[src/hsf_pkg.sv]
// Package for the hot swap fault sequencer: constants, state and carriers.
// Assumes a single 125 MHz clock and a classic Wishbone register slave.
// Notes on behaviour
// Power good pair on only in normal operation and the overcurrent regulation window.
// Filtered disable drops power good.
// Over-temperature beyond 12 us drops power good.
// Voltage window fault beyond 1.0 ms drops it.
// Overcurrent beyond 3.0 ms drops power good.
// Delay defaults 200 ms, else 100..1000 ms.
// One timer serves start-up and retry delay.
// Filtered overvoltage turns switch off until clear.
// Filtered undervoltage turns switch off until clear.
// Host idles line to enable; changes filtered.
// Disable request clears latched fault state.
// Overcurrent reported after 100 us above limit.
// Power-on: switch off, outputs off, retries cleared.
// Disabled at power-on means no sequence starts.
// Sample settings; voltage ceiling 128 us later.
// Delay setting re-read continuously.
// Voltage faults retry forever without counting.
// Heat or disable during timer restarts, counts; heat does so only if still present at period end.
// Stop after 10 retries until disable/power cycle.
// Turn on after full clean timer period.
// After enhancement wait, assert, clear retries.
// Persistent overcurrent: off, restart timer.
// Disable released: leave disabled, start again.
// Comparator flags synchronised, delays in clocks.
package hsf_pkg;

   // Timebase: a one-microsecond enable pulse drives every delay.
   localparam int unsigned CLK_HZ   = 125_000_000;
   localparam int unsigned TICK_HZ  = 1_000_000;
   localparam int unsigned TICK_CYC = CLK_HZ / TICK_HZ;

   // Short filter and gap times, microseconds.
   localparam logic [15:0] OT_FLT_US  = 16'h000C; // 12 us.
   localparam logic [15:0] OC_FLT_US  = 16'h0064; // 100 us.
   localparam logic [15:0] CFG_GAP_US = 16'h0080; // 128 us.

   // Flag indices inside the synchroniser vector.
   localparam int F_DIS = 0;
   localparam int F_OT  = 1;
   localparam int F_OV  = 2;
   localparam int F_UV  = 3;
   localparam int F_OC  = 4;
   localparam int F_ENH = 5;
   localparam int F_LCK = 6;
   localparam int NFLT  = 5;
   localparam int CFG_W = 4;
   localparam int NSYNC = 7 + 4 * CFG_W;

   // Register map, byte addresses.
   localparam logic [3:0] A_CTRL = 4'h0;
   localparam logic [3:0] A_STAT = 4'h4;
   localparam logic [3:0] A_CFG  = 4'h8;

   // Control register fields and reset values.
   localparam int CTRL_DIS_B  = 0;
   localparam int CTRL_TMS_LO = 4;
   localparam logic [9:0] CTRL_TMS_RST = 10'h000;

   // Status register field positions.
   localparam int ST_RETRY_LO = 0;
   localparam int ST_FLT_LO   = 4;
   localparam int ST_PASS_B   = 9;
   localparam int ST_GOOD_B   = 10;
   localparam int ST_STATE_LO = 16;

   // Sequencer states, one-hot.
   typedef enum logic [8:0] {
      S_INIT = 9'h001, // Waiting for lockout release and enable.
      S_CFG  = 9'h002, // Gap before the ceiling setting is taken.
      S_WAIT = 9'h004, // Start-up or retry delay running.
      S_LOCK = 9'h008, // Retries exhausted.
      S_RAMP = 9'h010, // Switch on, waiting for full enhancement.
      S_PGD  = 9'h020, // Delay before power good.
      S_NORM = 9'h040, // Normal operation.
      S_OCR  = 9'h080, // Overcurrent regulation window.
      S_DIS  = 9'h100  // Disabled.
   } hsf_state_t;

   // Whole state of the sequencer.
   typedef struct packed {
      hsf_state_t              st;
      logic [NSYNC-1:0]        s1;
      logic [NSYNC-1:0]        s2;
      logic [NSYNC-1:0]        s3;
      logic [NSYNC-1:0]        sq;
      logic [NFLT-1:0]         flt;
      logic [NFLT-1:0][15:0]   fcnt;
      logic [7:0]              tick_cnt;
      logic                    tick;
      logic [19:0]             tmr;
      logic [3:0]              retry;
      logic                    dis_q;
      logic                    ctrl_dis;
      logic [9:0]              ctrl_tms;
      logic [4*CFG_W-1:0]      cfg;
      logic                    ack;
      logic [31:0]             dat;
      logic                    good;
      logic                    pass;
   } hsf_regs_t;

endpackage : hsf_pkg

[src/hsf_seq.sv]
// Hot swap fault sequencer: flag filters, delay timer, retry counter,
// power good pair and pass switch request, with a Wishbone register port.
// Assumes comparator and strap inputs are asynchronous to clk_i.
module hsf_seq #(
   parameter logic [15:0] FLT_MS_US   = 16'd1000,  // 1.0 ms filters.
   parameter logic [19:0] OC_REG_US   = 20'd3000,  // 3.0 ms window.
   parameter logic [19:0] PG_DLY_US   = 20'd20000, // 20 ms delay.
   parameter logic [9:0]  DLY_DEF_MS  = 10'd200,
   parameter logic [9:0]  DLY_MIN_MS  = 10'd100,
   parameter logic [9:0]  DLY_MAX_MS  = 10'd1000,
   parameter logic [10:0] US_PER_MS   = 11'd1000,
   parameter logic [3:0]  RETRY_MAX   = 4'd10
) (
   input  wire logic                    clk_i,
   input  wire logic                    rst_i,
   input  wire logic                    disable_req_i,
   input  wire logic                    over_temp_i,
   input  wire logic                    upper_voltage_sense_i,
   input  wire logic                    lower_voltage_sense_i,
   input  wire logic                    over_current_i,
   input  wire logic                    enh_full_i,
   input  wire logic                    supply_lockout_ok_i,
   input  wire logic [hsf_pkg::CFG_W-1:0] lower_voltage_cfg_i,
   input  wire logic [hsf_pkg::CFG_W-1:0] run_current_cap_i,
   input  wire logic [hsf_pkg::CFG_W-1:0] charge_current_cap_i,
   input  wire logic [hsf_pkg::CFG_W-1:0] upper_voltage_cfg_i,
   input  wire logic                    wb_cyc_i,
   input  wire logic                    wb_stb_i,
   input  wire logic                    wb_we_i,
   input  wire logic [3:0]              wb_adr_i,
   input  wire logic [3:0]              wb_sel_i,
   input  wire logic [31:0]             wb_dat_i,
   output logic [31:0]                  wb_dat_o,
   output logic                         wb_ack_o,
   output logic                         supply_good_out_o,
   output logic                         supply_good_out_n_o,
   output logic                         pass_on_o
);

   // Registered state and its next value.
   hsf_pkg::hsf_regs_t r_ff;
   hsf_pkg::hsf_regs_t nxt_r;

   // Raw asynchronous inputs.
   logic [hsf_pkg::NSYNC-1:0] raw;

   // Filtered conditions and helpers.
   logic                      dis_raw;
   logic                      ok_all;
   logic                      fault_v;
   logic                      dis_rise;
   logic                      wb_hit;

   // Microsecond filter limit for flag number i.
   function automatic logic [15:0] flt_lim(input int i);
      case (i)
         hsf_pkg::F_OT: flt_lim = hsf_pkg::OT_FLT_US;
         hsf_pkg::F_OC: flt_lim = hsf_pkg::OC_FLT_US;
         default:       flt_lim = FLT_MS_US;
      endcase
   endfunction

   // Current delay in microseconds; 0 selects the default.
   // Out-of-range settings are clamped into the legal span.
   function automatic logic [19:0] dly_us(input logic [9:0] ms);
      logic [9:0]  m;
      logic [31:0] p;
      m = ms;
      p = 32'h0000_0000;
      if (m == 10'h000)
      begin
         m = DLY_DEF_MS;
      end
      else if (m < DLY_MIN_MS)
      begin
         m = DLY_MIN_MS;
      end
      else if (m > DLY_MAX_MS)
      begin
         m = DLY_MAX_MS;
      end
      p = 32'(m) * 32'(US_PER_MS);
      dly_us = p[19:0];
   endfunction

   assign raw = {upper_voltage_cfg_i, charge_current_cap_i,
                 run_current_cap_i, lower_voltage_cfg_i,
                 supply_lockout_ok_i, enh_full_i, over_current_i,
                 lower_voltage_sense_i, upper_voltage_sense_i,
                 over_temp_i, disable_req_i};

   // Outputs come straight from the state register.
   assign wb_dat_o            = r_ff.dat;
   assign wb_ack_o            = r_ff.ack;
   assign supply_good_out_o   = r_ff.good;
   assign supply_good_out_n_o = ~r_ff.good;
   assign pass_on_o           = r_ff.pass;

   // Derived conditions from filtered flags and the bus strobe.
   assign ok_all   = ~r_ff.flt[hsf_pkg::F_DIS] & ~r_ff.flt[hsf_pkg::F_OT]
                   & ~r_ff.flt[hsf_pkg::F_OV] & ~r_ff.flt[hsf_pkg::F_UV];
   assign fault_v  = r_ff.flt[hsf_pkg::F_OV] | r_ff.flt[hsf_pkg::F_UV];
   assign dis_rise = r_ff.flt[hsf_pkg::F_DIS] & ~r_ff.dis_q;
   assign wb_hit   = wb_cyc_i & wb_stb_i & ~r_ff.ack;

   // Next-state logic for every register of the block.
   always_comb
   begin
      nxt_r = r_ff;
      dis_raw = 1'b0;

      // Three-stage synchroniser; a change counts once stages two and
      // three agree, so stage one is read by stage two alone.
      nxt_r.s1 = raw;
      nxt_r.s2 = r_ff.s1;
      nxt_r.s3 = r_ff.s2;
      for (int b = 0; b < hsf_pkg::NSYNC; b++)
      begin
         if (r_ff.s2[b] == r_ff.s3[b])
         begin
            nxt_r.sq[b] = r_ff.s3[b];
         end
      end

      // Microsecond enable pulse from the clock divider.
      if (r_ff.tick_cnt == 8'(hsf_pkg::TICK_CYC - 1))
      begin
         nxt_r.tick_cnt = 8'h00;
         nxt_r.tick     = 1'b1;
      end
      else
      begin
         nxt_r.tick_cnt = r_ff.tick_cnt + 8'h01;
         nxt_r.tick     = 1'b0;
      end

      // Flag filters: a level must differ for the whole filter time
      // before the filtered copy follows, in both directions.
      for (int i = 0; i < hsf_pkg::NFLT; i++)
      begin
         if (i == hsf_pkg::F_DIS)
         begin
            // The software disable bit joins the pin ahead of the filter.
            dis_raw = r_ff.sq[i] | r_ff.ctrl_dis;
         end
         else
         begin
            dis_raw = r_ff.sq[i];
         end
         if (dis_raw == r_ff.flt[i])
         begin
            nxt_r.fcnt[i] = 16'h0000;
         end
         else if (r_ff.tick)
         begin
            if (r_ff.fcnt[i] + 16'h0001 >= flt_lim(i))
            begin
               nxt_r.flt[i]  = dis_raw;
               nxt_r.fcnt[i] = 16'h0000;
            end
            else
            begin
               nxt_r.fcnt[i] = r_ff.fcnt[i] + 16'h0001;
            end
         end
      end
      nxt_r.dis_q = r_ff.flt[hsf_pkg::F_DIS];

      // One timer counts microseconds for every state that waits.
      if (r_ff.tick)
      begin
         nxt_r.tmr = r_ff.tmr + 20'h00001;
      end

      // Sequencer.
      case (r_ff.st)
         hsf_pkg::S_INIT:
         begin
            // Settings are only taken once the supply is up and the
            // device is not disabled at power application.
            nxt_r.tmr = 20'h00000;
            if (r_ff.sq[hsf_pkg::F_LCK] & ~r_ff.sq[hsf_pkg::F_DIS]
                & ~r_ff.ctrl_dis)
            begin
               nxt_r.cfg[3*hsf_pkg::CFG_W-1:0] =
                  r_ff.sq[hsf_pkg::NSYNC-hsf_pkg::CFG_W-1:7];
               nxt_r.st = hsf_pkg::S_CFG;
            end
         end
         hsf_pkg::S_CFG:
         begin
            // The ceiling setting follows after a fixed gap.
            if (r_ff.tmr >= 20'(hsf_pkg::CFG_GAP_US))
            begin
               nxt_r.cfg[4*hsf_pkg::CFG_W-1:3*hsf_pkg::CFG_W] =
                  r_ff.sq[hsf_pkg::NSYNC-1:
                          hsf_pkg::NSYNC-hsf_pkg::CFG_W];
               nxt_r.tmr = 20'h00000;
               nxt_r.st  = hsf_pkg::S_WAIT;
            end
         end
         hsf_pkg::S_WAIT:
         begin
            if (dis_rise & ~r_ff.flt[hsf_pkg::F_OT])
            begin
               // A fresh disable restarts and counts an attempt.
               nxt_r.tmr   = 20'h00000;
               nxt_r.retry = r_ff.retry + 4'h1;
            end
            else if (r_ff.flt[hsf_pkg::F_OT])
            begin
               // Held heat counts one attempt per timer period.
               if (r_ff.tmr >= dly_us(r_ff.ctrl_tms))
               begin
                  nxt_r.tmr   = 20'h00000;
                  nxt_r.retry = r_ff.retry + 4'h1;
               end
            end
            else if (!ok_all)
            begin
               // Voltage faults and a held disable wait without counting.
               nxt_r.tmr = 20'h00000;
            end
            else if (r_ff.tmr >= dly_us(r_ff.ctrl_tms))
            begin
               nxt_r.tmr  = 20'h00000;
               nxt_r.pass = 1'b1;
               nxt_r.st   = hsf_pkg::S_RAMP;
            end
            if (nxt_r.retry > RETRY_MAX)
            begin
               nxt_r.pass = 1'b0;
               nxt_r.st   = hsf_pkg::S_LOCK;
            end
         end
         hsf_pkg::S_LOCK:
         begin
            // Only a new disable request lets attempts resume.
            nxt_r.pass = 1'b0;
            nxt_r.tmr  = 20'h00000;
            if (dis_rise)
            begin
               nxt_r.retry = 4'h0;
               nxt_r.st    = hsf_pkg::S_DIS;
            end
         end
         hsf_pkg::S_RAMP, hsf_pkg::S_PGD, hsf_pkg::S_NORM,
         hsf_pkg::S_OCR:
         begin
            if (r_ff.flt[hsf_pkg::F_DIS])
            begin
               nxt_r.pass  = 1'b0;
               nxt_r.good  = 1'b0;
               nxt_r.retry = 4'h0;
               nxt_r.st    = hsf_pkg::S_DIS;
            end
            else if (!ok_all)
            begin
               // Leave with switch off; the delay restarts from zero.
               nxt_r.pass = 1'b0;
               nxt_r.good = 1'b0;
               nxt_r.tmr  = 20'h00000;
               nxt_r.st   = hsf_pkg::S_WAIT;
               if (!fault_v)
               begin
                  nxt_r.retry = r_ff.retry + 4'h1;
               end
            end
            else if (r_ff.st == hsf_pkg::S_RAMP)
            begin
               nxt_r.tmr = 20'h00000;
               if (r_ff.sq[hsf_pkg::F_ENH])
               begin
                  nxt_r.st = hsf_pkg::S_PGD;
               end
            end
            else if (r_ff.st == hsf_pkg::S_PGD)
            begin
               if (r_ff.tmr >= PG_DLY_US)
               begin
                  nxt_r.good  = 1'b1;
                  nxt_r.retry = 4'h0;
                  nxt_r.st    = hsf_pkg::S_NORM;
               end
            end
            else if (r_ff.st == hsf_pkg::S_NORM)
            begin
               nxt_r.tmr = 20'h00000;
               if (r_ff.flt[hsf_pkg::F_OC])
               begin
                  nxt_r.st = hsf_pkg::S_OCR;
               end
            end
            else if (!r_ff.flt[hsf_pkg::F_OC])
            begin
               // Overcurrent cleared inside the window.
               nxt_r.st = hsf_pkg::S_NORM;
            end
            else if (r_ff.tmr >= OC_REG_US)
            begin
               nxt_r.pass  = 1'b0;
               nxt_r.good  = 1'b0;
               nxt_r.tmr   = 20'h00000;
               nxt_r.retry = r_ff.retry + 4'h1;
               nxt_r.st    = hsf_pkg::S_WAIT;
            end
         end
         hsf_pkg::S_DIS:
         begin
            // Stay off until the disable is idle past its filter.
            nxt_r.pass  = 1'b0;
            nxt_r.good  = 1'b0;
            nxt_r.tmr   = 20'h00000;
            nxt_r.retry = 4'h0;
            if (!r_ff.flt[hsf_pkg::F_DIS])
            begin
               nxt_r.st = hsf_pkg::S_WAIT;
            end
         end
         default:
         begin
            nxt_r.st = hsf_pkg::S_INIT;
         end
      endcase

      // Wishbone slave: ack one cycle after the strobe.
      nxt_r.ack = wb_hit;
      nxt_r.dat = 32'h0000_0000;
      if (wb_hit && wb_we_i && wb_adr_i == hsf_pkg::A_CTRL)
      begin
         if (wb_sel_i[0])
         begin
            nxt_r.ctrl_dis    = wb_dat_i[hsf_pkg::CTRL_DIS_B];
            nxt_r.ctrl_tms[3:0] = wb_dat_i[hsf_pkg::CTRL_TMS_LO +: 4];
         end
         if (wb_sel_i[1])
         begin
            nxt_r.ctrl_tms[9:4] = wb_dat_i[hsf_pkg::CTRL_TMS_LO+4 +: 6];
         end
      end
      else if (wb_hit && !wb_we_i)
      begin
         case (wb_adr_i)
            hsf_pkg::A_CTRL:
            begin
               nxt_r.dat[hsf_pkg::CTRL_DIS_B]          = r_ff.ctrl_dis;
               nxt_r.dat[hsf_pkg::CTRL_TMS_LO +: 10]   = r_ff.ctrl_tms;
            end
            hsf_pkg::A_STAT:
            begin
               nxt_r.dat[hsf_pkg::ST_RETRY_LO +: 4]    = r_ff.retry;
               nxt_r.dat[hsf_pkg::ST_FLT_LO +: 5]      = r_ff.flt;
               nxt_r.dat[hsf_pkg::ST_PASS_B]           = r_ff.pass;
               nxt_r.dat[hsf_pkg::ST_GOOD_B]           = r_ff.good;
               nxt_r.dat[hsf_pkg::ST_STATE_LO +: 9]    = r_ff.st;
            end
            hsf_pkg::A_CFG:
            begin
               nxt_r.dat[4*hsf_pkg::CFG_W-1:0]         = r_ff.cfg;
            end
            default:
            begin
               nxt_r.dat = 32'h0000_0000;
            end
         endcase
      end
   end

   // State register; reset clears outputs and retries.
   always_ff @(posedge clk_i)
   begin
      if (rst_i)
      begin
         r_ff          <= '0;
         r_ff.st       <= hsf_pkg::S_INIT;
         r_ff.ctrl_tms <= hsf_pkg::CTRL_TMS_RST;
      end
      else
      begin
         r_ff <= nxt_r;
      end
   end

endmodule // hsf_seq

[config.mk]
export PLATFORM = sky130hd
export DESIGN_NAME = hsf_seq
export DESIGN_NICKNAME = d
export VERILOG_FILES = /design/src/hsf_pkg.sv /design/src/hsf_seq.sv
export SDC_FILE = /design/constraint.sdc
export NUM_CORES = 1
export LEC_CHECK = 0
export ABC_AREA = 1
export BUFFER_PORTS_ARGS = -buffer_cell sky130_fd_sc_hd__buf_2
export CAP_MARGIN = 15
export CORE_MARGIN = 4
export CORE_UTILIZATION = 45
export DETAILED_ROUTE_END_ITERATION = 8
export PLACE_DENSITY = 0.64
export SLEW_MARGIN = 15
export SYNTH_ARGS = -nofsm -noshare
export SYNTH_HDL_FRONTEND = slang
export SYNTH_SLANG_ARGS = --single-unit
[constraint.sdc]
create_clock -name clk_i -period 8.5 [get_ports clk_i]
set_input_delay 1.7 -clock clk_i [delete_from_list [all_inputs] [get_ports clk_i]]
set_output_delay 1.7 -clock clk_i [all_outputs]
set_load 0.01 [all_outputs]
==> results of run 1 <==
==> power by group through the flow <==
stage,clock network (mW),registers (mW),logic [mW]
2_1_floorplan,0,1.37,0.334
3_3_place_gp,0,1.38,0.412
3_5_place_dp,0,1.38,0.418
4_1_cts,1.32,1.35,0.424
5_1_grt,1.38,1.35,0.488
6_report,1.29,1.35,0.420
==> logic make-up (layout without fill, tap and decap cells) <==
logic type      count (synthesis)  count (layout)  synth area share
simple gates                  788             788            0.2473
other cells                     1               7         0.0002632
compound gates                251             251           0.09668
flops                         275             275            0.3864
xor+xnor                       77              77           0.04733
buf+inv                       409             467            0.1167
fa+ha+maj                     102             102            0.1054
==> layout make-up <==
type,count,area (µm²),area share
clock inverters,14,167.7,0.01065
clock buffers,39,813.3,0.05167
flip-flops and latches,275,5505,0.3497
well taps,396,495.5,0.03148
multi-input cells,1225,7103,0.4512
repair buffers,76,387.9,0.02464
inverters,338,1269,0.08060
==> worst min-delay path: stages, from the launching register on <==
cell and delay (ns):
dfxtp_1 0.29, inv_1 0.04, nor2_1 0.03
==> path summary, 6_finish.rpt <==
check	start	endpoint	slack, ns	depth (start not counted)
worst max-delay path	r_ff[60]	r_ff[279]	0.92	43
worst min-delay path	nxt_r[233]	nxt_r[210]	0.39	2
worst max register to register	r_ff[60]	r_ff[279]	0.92	43
worst min register to register	nxt_r[233]	nxt_r[210]	0.39	2
==> state kept, by name, summed over array words and instances, names as in the netlist <==
register,cells
supply_good_out_o,1
r_ff,199
nxt_r,47
pass_on_o,1
dis_raw,1
wb_dat_o,25
wb_ack_o,1
==> layer usage <==
metal  vias to the layer above  wire length, µm
li1                       6067                -
met1                      5190            14110
met2                       165            13320
met3                        45             1024
met4                         0              694
met5                         -                0
==> metrics by stage <==
stage,cells,setup slack [ns]
after CTS,2363,0.9357
after detailed placement,2310,0.9434
final,2363,0.9240
after floorplan,1909,1.863
after global routing,2363,0.1911
after global placement,2310,1.053
==> placed cells by master (no fill, tap or decap), drive strengths merged, types with 2 or more instances in the layout <==
master,netlist,routed
nor4,13,13
o22ai,12,12
clkinvlp,0,3
o31ai,3,3
o221ai,3,3
nand3,89,89
conb,1,7
dfxtp,275,275
a211oi,8,8
nor3,46,46
or2,7,7
o21ai,100,100
nor2,319,319
a21oi,106,106
clkinv,1,7
buf,47,76
nor3b,7,7
fa,30,30
o2111ai,3,3
xnor2,14,14
bufinv,0,3
nand2,258,258
o211ai,7,7
nand4,43,43
inv,337,339
nand3b,4,4
xor2,63,63
ha,72,72
a21o,2,2
clkbuf,24,39
==> impl_metrics.py, run 1 <==
metrics = {
    "status": {
        "status": "completed",
    },
    "grt": {
        "overflow": 0,
        "antenna_found_initial": 0,
        "grtUsageMet1": 0.2237,
        "grt_usage": 0.1628,
        "busiest_layer": "met2",
        "grt_pass1_wl_um": 47980,
        "grt_max_degree": 73,
        "grt.met2_usage": 0.2706,
        "grt_pass1_vias": 10510,
        "use_met3": 0.02404,
    },
    "power_and_ir_drop": {
        "power.leakage_nw": 6.807,
        "irDropWorstVdd_mv": 0.1558,
        "seqPwrFrac": 0.442,
        "switchingPower_mw": 0.8163,
        "p_int_mw": 2.239,
        "power_frac_comb": 0.137,
        "clkPwrFrac": 0.421,
        "p_per_area_nw_per_um2": 194.1,
        "p_total_mw": 3.055,
        "switching_share": 0.2672,
    },
    "synthesis": {
        "synth.most_common_cell": "inv_1",
        "syn-cell-area_um2": 14250,
        "yosysWarnings": 0,
        "synth_common_cells": "inv_1 (331), nor2_1 (306), dfxtp_1 (275)",
        "synth_edf_count": 0,
        "yosys-top-cells-area": "dfxtp_1 (39%), inv_1 (8.7%), nor2_1 (8.1%)",
        "syn_inst": 1903,
        "synth_top_area_cell": "dfxtp_1",
        "synthArstFlopShare": 0,
        "ys_seq_area_frac": 0.3864,
        "ys.flop_type": "dfxtp_1",
        "ys_types": 53,
        "ys_ff_latch": 275,
        "synth_top_area_frac": 0.3864,
        "syn_area_per_cell_um2": 7.487,
    },
    "final_layout": {
        "drive_gt1_frac": 0.09202,
        "final_nets": 2115,
        "final_util": 0.5093,
        "fillers": 3024,
        "syn2layout_area_growth_pct": 10.48,
        "antenna_cells": 0,
        "design_area_um2": 15740,
    },
    "place": {
        "portBuffers": 73,
        "gp_congestion": 0.8987,
        "dp_hpwl_um": 21640,
        "dpl_cell_area_um2": 14760,
    },
    "route": {
        "num_vias": 11470,
        "routedWlPerCell_um": 12.34,
        "ant_nets": 0,
        "wirelength_um": 29150,
        "firstDrtPassIters": 5,
        "drc": 0,
        "vias_per_cell": 4.853,
        "drtIter0Drc": 612,
    },
    "sta": {
        "period_share": 0.8913,
        "timing.hold.ws_ns": 0.3935,
        "hold_violations": 0,
        "rsz0062_at_grt": "no",
        "drv_slew": 0,
        "max_freq_mhz": 132.0,
        "period_minus_slack_ns": 7.576,
        "fin_tns_setup_ns": 0,
        "setup_viol": 0,
        "slew_headroom": 0.2527,
        "worst_slew_pin_slew_ns": 1.112,
        "fin_skew_ns": 0.01715,
    },
    "clocking": {
        "cts_resized": 0,
        "cts.sinks": 275,
        "postCtsSetupBuffers": 0,
        "cts.clk_slew.worst_paths_ns": 0.06,
        "worstSkewPairLatency_ns": 0.56,
        "holdBufCountCts": 0,
        "cts_tree": "yes",
        "htreeDepth": 1,
        "clockBufferDepth": 3,
        "cts-buffers-inserted": 29,
        "root_buffer": "clkbuf_16",
    },
    "setup_path": {
        "worst_path_max_delay_cell": "fa_1",
        "crit_fanout": 8,
        "worst-path-buf-inv": 7,
        "max_stage_delay_ns": 0.58,
        "critPathTopFamily": "adder cells",
        "arrival_ns": 8.03,
        "path_class": "flop to flop",
        "crit_path_end_kind": "flop",
        "cpMostUsedCell": "nand2_1",
        "start_kind": "flop",
        "worstPathRequired_ns": 8.95,
    },
    "job": {
        "cap_viol_max_count": 0,
    },
    "floorplanning": {
        "initial_core_util": 0.4610,
        "die_height_um": 185.9,
        "die_w_um": 185.9,
        "core_um2": 30910,
        "dieArea_um2": 34570,
        "ios": 104,
        "core.rowCount": 64,
    },
    "hold_path": {
        "min_path_type": "flop to flop",
    },
}
Power figures use the tool's default switching activity.
==> run 2: changes to the inputs <==
--- a/config.mk
+++ b/config.mk
@@ -10,6 +10,7 @@
 export CAP_MARGIN = 15
 export CORE_MARGIN = 4
 export CORE_UTILIZATION = 45
+export CTS_CLUSTER_SIZE = 24
 export DETAILED_ROUTE_END_ITERATION = 8
 export PLACE_DENSITY = 0.64
 export SLEW_MARGIN = 15
==> constraint.sdc (replaced) <==
create_clock -name clk_i -period 8.16 [get_ports clk_i]
set_input_delay 1.632 -clock clk_i [delete_from_list [all_inputs] [get_ports clk_i]]
set_output_delay 1.632 -clock clk_i [all_outputs]
set_load 0.01 [all_outputs]
==> run 2 against run 1 <==
  * Clock skew decreased by 0.0062 ns
  * Routed wire length increased by 0.84%
  * Register-to-register slack got worse by 0.21 ns
  * Die area unchanged
  * Count of clock-buffer cells in the layout decreased by 1
  * Flip-flop and latch count unchanged
  * Cell area increased by 0.33%
  * Largest cell class unchanged
==> impl_metrics.py, run 2 (synthesis gave the netlist of run 1 again) <==
metrics = {
    "floorplanning": {
        "core.rowCount": 64,
        "initial_core_util": 0.4610,
        "die_height_um": 185.9,
        "die_w_um": 185.9,
        "core_um2": 30910,
        "dieArea_um2": 34570,
        "ios": 104,
    },
    "place": {
        "dp_hpwl_um": 21790,
        "gp_congestion": 0.8885,
        "portBuffers": 73,
        "place_ws_ns": 0.5307,
    },
    "final_layout": {
        "largest_reg_flops": 199,
        "final_nets": 2118,
        "final_common_cell": "inv_1",
        "top_register": "r_ff",
        "syn2layout_area_growth_pct": 10.84,
        "seq_area_um2": 5508,
        "final_cell_mix": "inv_1 (330), nor2_1 (304), dfxtp_1 (273)",
        "multi_input_area_um2": 7136,
        "drive_gt1_frac": 0.09838,
        "final_util": 0.5110,
        "antenna_cells": 0,
        "fillers": 3044,
    },
    "route": {
        "drc": 0,
        "ant_nets": 0,
        "firstDrtPassIters": 5,
        "routedWlPerCell_um": 12.41,
        "vias_per_cell": 4.897,
        "drtIter0Drc": 560,
        "num_vias": 11600,
        "wirelength_um": 29390,
    },
    "grt": {
        "antenna_found_initial": 0,
        "grt_pass1_vias": 10900,
        "grt_max_degree": 77,
        "overflow": 0,
        "grt_pass1_wl_um": 49970,
        "grt_usage": 0.1689,
    },
    "setup_path": {
        "crit_path_end_kind": "flop",
        "start_kind": "flop",
        "critPathTopFamily": "simple AND/OR/NAND/NOR gates",
        "max_stage_delay_ns": 0.55,
        "worst_path_max_delay_cell": "fa_1",
        "cpMostUsedCell": "nand2_1",
        "crit_fanout": 8,
        "path_class": "flop to flop",
        "worstPathRequired_ns": 8.59,
        "worst-path-buf-inv": 6,
        "arrival_ns": 7.88,
        "regToRegSetupSlack_ns": 0.71,
    },
    "clocking": {
        "cts.sinks": 275,
        "cts_tree": "yes",
        "cts_resized": 0,
        "clockBufferDepth": 3,
        "htreeDepth": 1,
        "cts.clk_slew.worst_paths_ns": 0.06,
        "root_buffer": "clkbuf_16",
        "worstSkewPairLatency_ns": 0.54,
        "holdBufCountCts": 0,
        "postCtsSetupBuffers": 0,
        "cts-buffers-inserted": 30,
    },
    "sta": {
        "setup_viol": 0,
        "rsz0062_at_grt": "no",
        "worst_slew_pin_slew_ns": 0.9266,
        "hold_violations": 0,
        "slew_headroom": 0.3822,
        "period_minus_slack_ns": 7.447,
        "drv_slew": 0,
        "fin_tns_setup_ns": 0,
        "fin_skew_ns": 0.01091,
        "period_share": 0.9126,
        "max_freq_mhz": 134.3,
        "setup_slack_ns": 0.7131,
    },
    "power_and_ir_drop": {
        "p_per_area_nw_per_um2": 200.9,
        "irDropWorstVdd_mv": 0.2094,
        "switchingPower_mw": 0.8488,
        "seqPwrFrac": 0.443,
        "power_frac_comb": 0.141,
        "p_int_mw": 2.324,
        "switching_share": 0.2676,
        "clkPwrFrac": 0.416,
        "power.leakage_nw": 6.834,
        "p_total_mw": 3.173,
    },
    "job": {
        "cap_viol_max_count": 0,
    },
    "status": {
        "status": "completed",
    },
    "hold_path": {
        "min_path_type": "flop to flop",
    },
}
-- run 2: power groups by stage --
stage               clock (mW)  sequential, mW  combinational [mW]
floorplan                    0            1.43               0.348
global placement             0            1.43               0.431
detailed placement           0            1.43               0.440
CTS                       1.36            1.40               0.444
global route              1.41            1.41               0.522
finish                    1.32            1.41               0.446
-- run 2: metrics by stage --
stage	instance area [µm²]	hold slack [ns]	instances
6_report	15790	0.3979	2368
5_1_grt	15790	0.4207	2368
4_1_cts	15760	0.3978	2368
3_5_place_dp	14780	0.3916	2312
3_3_place_gp	14780	0.3906	2312
2_1_floorplan	14270	0.3883	1909
-- run 2: worst min-delay path, cell delays in order (launching register included) --
cell	delay, ns
dfxtp_1	0.29
inv_1	0.04
nor2_1	0.03
-- run 2: layout make-up --
| cell class | count | area share |
|---|---|---|
| Multi-Input combinational cell | 1225 | 0.4518 |
| Tap cell | 396 | 0.03137 |
| Inverter | 338 | 0.08033 |
| Sequential cell | 275 | 0.3487 |
| Clock inverter | 18 | 0.009586 |
| Clock buffer | 38 | 0.05268 |
| Timing Repair Buffer | 78 | 0.02551 |
-- run 2: path summary, 6_finish.rpt --
check / cells past startpoint / start / end
hold / removal: 2 / nxt_r[229] / nxt_r[206]
setup reg to reg: 44 / r_ff[54] / r_ff[279]
setup / recovery: 44 / r_ff[54] / r_ff[279]
hold reg to reg: 2 / nxt_r[229] / nxt_r[206]
-- run 2: metal layers --
metal  GRT usage  vias up  part of all wire
li1            -     6080                 -
met1      0.2330     5289              0.49
met2      0.2796      186              0.46
met3     0.02658       41             0.039
met4     0.03964        0             0.018
met5           0        -                 0
==> run 3: changes to the inputs <==
--- a/config.mk
+++ b/config.mk
@@ -6,13 +6,13 @@
 export NUM_CORES = 1
 export LEC_CHECK = 0
 export ABC_AREA = 1
-export BUFFER_PORTS_ARGS = -buffer_cell sky130_fd_sc_hd__buf_2
+export BUFFER_PORTS_ARGS = -buffer_cell sky130_fd_sc_hd__buf_4
 export CAP_MARGIN = 15
 export CORE_MARGIN = 4
-export CORE_UTILIZATION = 45
+export CORE_UTILIZATION = 42
 export CTS_CLUSTER_SIZE = 24
 export DETAILED_ROUTE_END_ITERATION = 8
-export PLACE_DENSITY = 0.64
+export PLACE_DENSITY = 0.61
 export SLEW_MARGIN = 15
 export SYNTH_ARGS = -nofsm -noshare
 export SYNTH_HDL_FRONTEND = slang
==> run 3 against run 2 <==
  * Register-to-register slack better by 0.04 ns
  * Cell area is 2.1% higher
  * Non-clock buffer count is 1 higher
  * Count of clock-buffer cells in the layout is 6 higher
  * Hold slack better by 0.0026 ns
  * First-iteration DRC count is 2.5% lower
  * Combinational power is 0.9% higher
  * Highest routed layer unchanged
  * Final cell count is 2.2% higher
  * Global-route usage is 1.1 points lower
  * Largest power group is now the clock network
==> impl_metrics.py, run 3 (synthesis gave the netlist of run 1 again) <==
metrics = {
    "status": {
        "status": "completed",
    },
    "final_layout": {
        "fillers": 3376,
        "design_area_um2": 16130,
        "fin_cells": 2419,
        "final_cell_mix": "inv_1 (330), nor2_1 (304), dfxtp_1 (273)",
        "final_common_cell": "inv_1",
        "largest_reg_flops": 199,
        "drive_gt1_frac": 0.09691,
        "antenna_cells": 0,
        "syn2layout_area_growth_pct": 13.22,
        "final_nets": 2119,
        "top_register": "r_ff",
    },
    "place": {
        "dpl_cell_area_um2": 15030,
        "gp_congestion": 0.8881,
        "dp.cells": 2365,
        "portBuffers": 73,
        "dp_hpwl_um": 22180,
        "place_ws_ns": 0.5243,
    },
    "power_and_ir_drop": {
        "seqPwrFrac": 0.426,
        "power_frac_comb": 0.136,
        "p_int_mw": 2.450,
        "clkPwrFrac": 0.438,
        "p_per_area_nw_per_um2": 204.4,
        "power.leakage_nw": 6.907,
        "irDropWorstVdd_mv": 0.1568,
        "switching_share": 0.2568,
        "switchingPower_mw": 0.8466,
        "p_total_mw": 3.297,
    },
    "route": {
        "drtIter0Drc": 546,
        "ant_nets": 0,
        "routedWlPerCell_um": 12.27,
        "vias_per_cell": 4.804,
        "drc": 0,
        "firstDrtPassIters": 5,
        "num_vias": 11620,
        "wirelength_um": 29690,
    },
    "hold_path": {
        "whs_endpoint": "nxt_r[222]",
        "hp-start": "nxt_r[245]",
        "min_path_type": "flop to flop",
        "whs_path_depth": 2,
    },
    "clocking": {
        "cts.clk_slew.worst_paths_ns": 0.06,
        "htreeDepth": 1,
        "root_buffer": "clkbuf_16",
        "cts_tree": "yes",
        "clockBufferDepth": 3,
        "cts-buffers-inserted": 30,
        "worstSkewPairLatency_ns": 0.58,
        "cts.sinks": 275,
    },
    "floorplanning": {
        "core.rowCount": 67,
        "initial_core_util": 0.4249,
        "ios": 104,
        "dieArea_um2": 36940,
        "core_um2": 33530,
        "die_w_um": 192.2,
        "die_height_um": 192.2,
    },
    "setup_path": {
        "worstPathRequired_ns": 8.60,
        "timing.rr.start": "r_ff[54]",
        "regToRegSetupSlack_ns": 0.75,
        "crit_path_end_kind": "flop",
        "worst_path_max_delay_cell": "fa_1",
        "max_stage_delay_ns": 0.52,
        "arrival_ns": 7.85,
        "path_class": "flop to flop",
        "rr_endpoint": "r_ff[279]",
        "crit_fanout": 8,
        "start_kind": "flop",
        "reg2reg_depth": 44,
        "cpMostUsedCell": "nand2_1",
    },
    "grt": {
        "grt_pass1_vias": 10660,
        "grt_max_degree": 77,
        "grt_usage": 0.1580,
        "antenna_found_initial": 0,
        "grt_pass1_wl_um": 49670,
        "overflow": 0,
    },
    "sta": {
        "slew_headroom": 0.4771,
        "max_freq_mhz": 134.9,
        "fin_tns_setup_ns": 0,
        "setup_viol": 0,
        "drv_slew": 0,
        "period_minus_slack_ns": 7.410,
        "rsz0062_at_grt": "no",
        "hold_violations": 0,
        "fin_skew_ns": 0.04691,
        "period_share": 0.9081,
        "setup_slack_ns": 0.7496,
        "worst_slew_pin_slew_ns": 0.7844,
    },
    "job": {
        "cap_viol_max_count": 0,
    },
}
-- run 3: through the flow --
| stage | utilization | hold WS [ns] |
|---|---|---|
| 2_1_floorplan | - | 0.3883 |
| 3_3_place_gp | 0.4482 | 0.3915 |
| 3_5_place_dp | 0.4482 | 0.3937 |
| 4_1_cts | 0.4806 | 0.4025 |
| 5_1_grt | 0.4811 | 0.4192 |
| 6_report | 0.4811 | 0.4005 |
-- run 3: critical path, delay by kind of cell, from the launching register on --
kind / cells / cell delay [ns]
simple gates: 24 / 2.76
fa+ha+maj: 6 / 2.66
compound gates: 7 / 0.97
buf+inv: 6 / 0.46
flops: 1 / 0.35
xor+xnor: 1 / 0.09
-- run 3: worst max-delay path by stage --
stage               cells past startpoint  startpoint  slack (ns)         to
floorplan                              44    r_ff[54]        1.52  r_ff[279]
CTS                                    43    r_ff[60]        0.50  r_ff[279]
global placement                       43    r_ff[60]        0.67  r_ff[281]
detailed placement                     43    r_ff[60]        0.52  r_ff[279]
global route                           44    r_ff[56]        0.02  r_ff[281]
finish                                 44    r_ff[54]        0.75  r_ff[279]
-- run 3: power by group through the flow --
stage | combinational, mW | sequential (mW) | clock [mW]
after CTS | 0.453 | 1.40 | 1.49
after global routing | 0.517 | 1.41 | 1.54
final | 0.450 | 1.40 | 1.44
after global placement | 0.444 | 1.43 | 0
after floorplan | 0.348 | 1.43 | 0
after detailed placement | 0.448 | 1.43 | 0
-- run 3: metal layers --
layer  track usage  vias to the layer above  share of wire
li1              -                     6083              -
met1        0.2217                     5340           0.48
met3       0.02272                       40          0.040
met2        0.2591                      158           0.46
met4       0.03483                        0          0.019
met5             0                        -              0
-- run 3: what timing repair did --
action                                  4_1_cts  5_1_grt
buffers inserted                              0        0
hold buffers                                  0        0
endpoints found under the setup margin        0       10
resized for setup                             0        7
-- run 3: layout make-up --
class,count,area [µm²],share of cell area
clock buffer,44,883.3,0.05476
clock inverter,10,202.7,0.01256
inverter,338,1269,0.07865
multi-input combinational,1225,7116,0.4411
sequential,275,5508,0.3414
tap,448,560.5,0.03475
timing repair buffer,79,593.1,0.03676
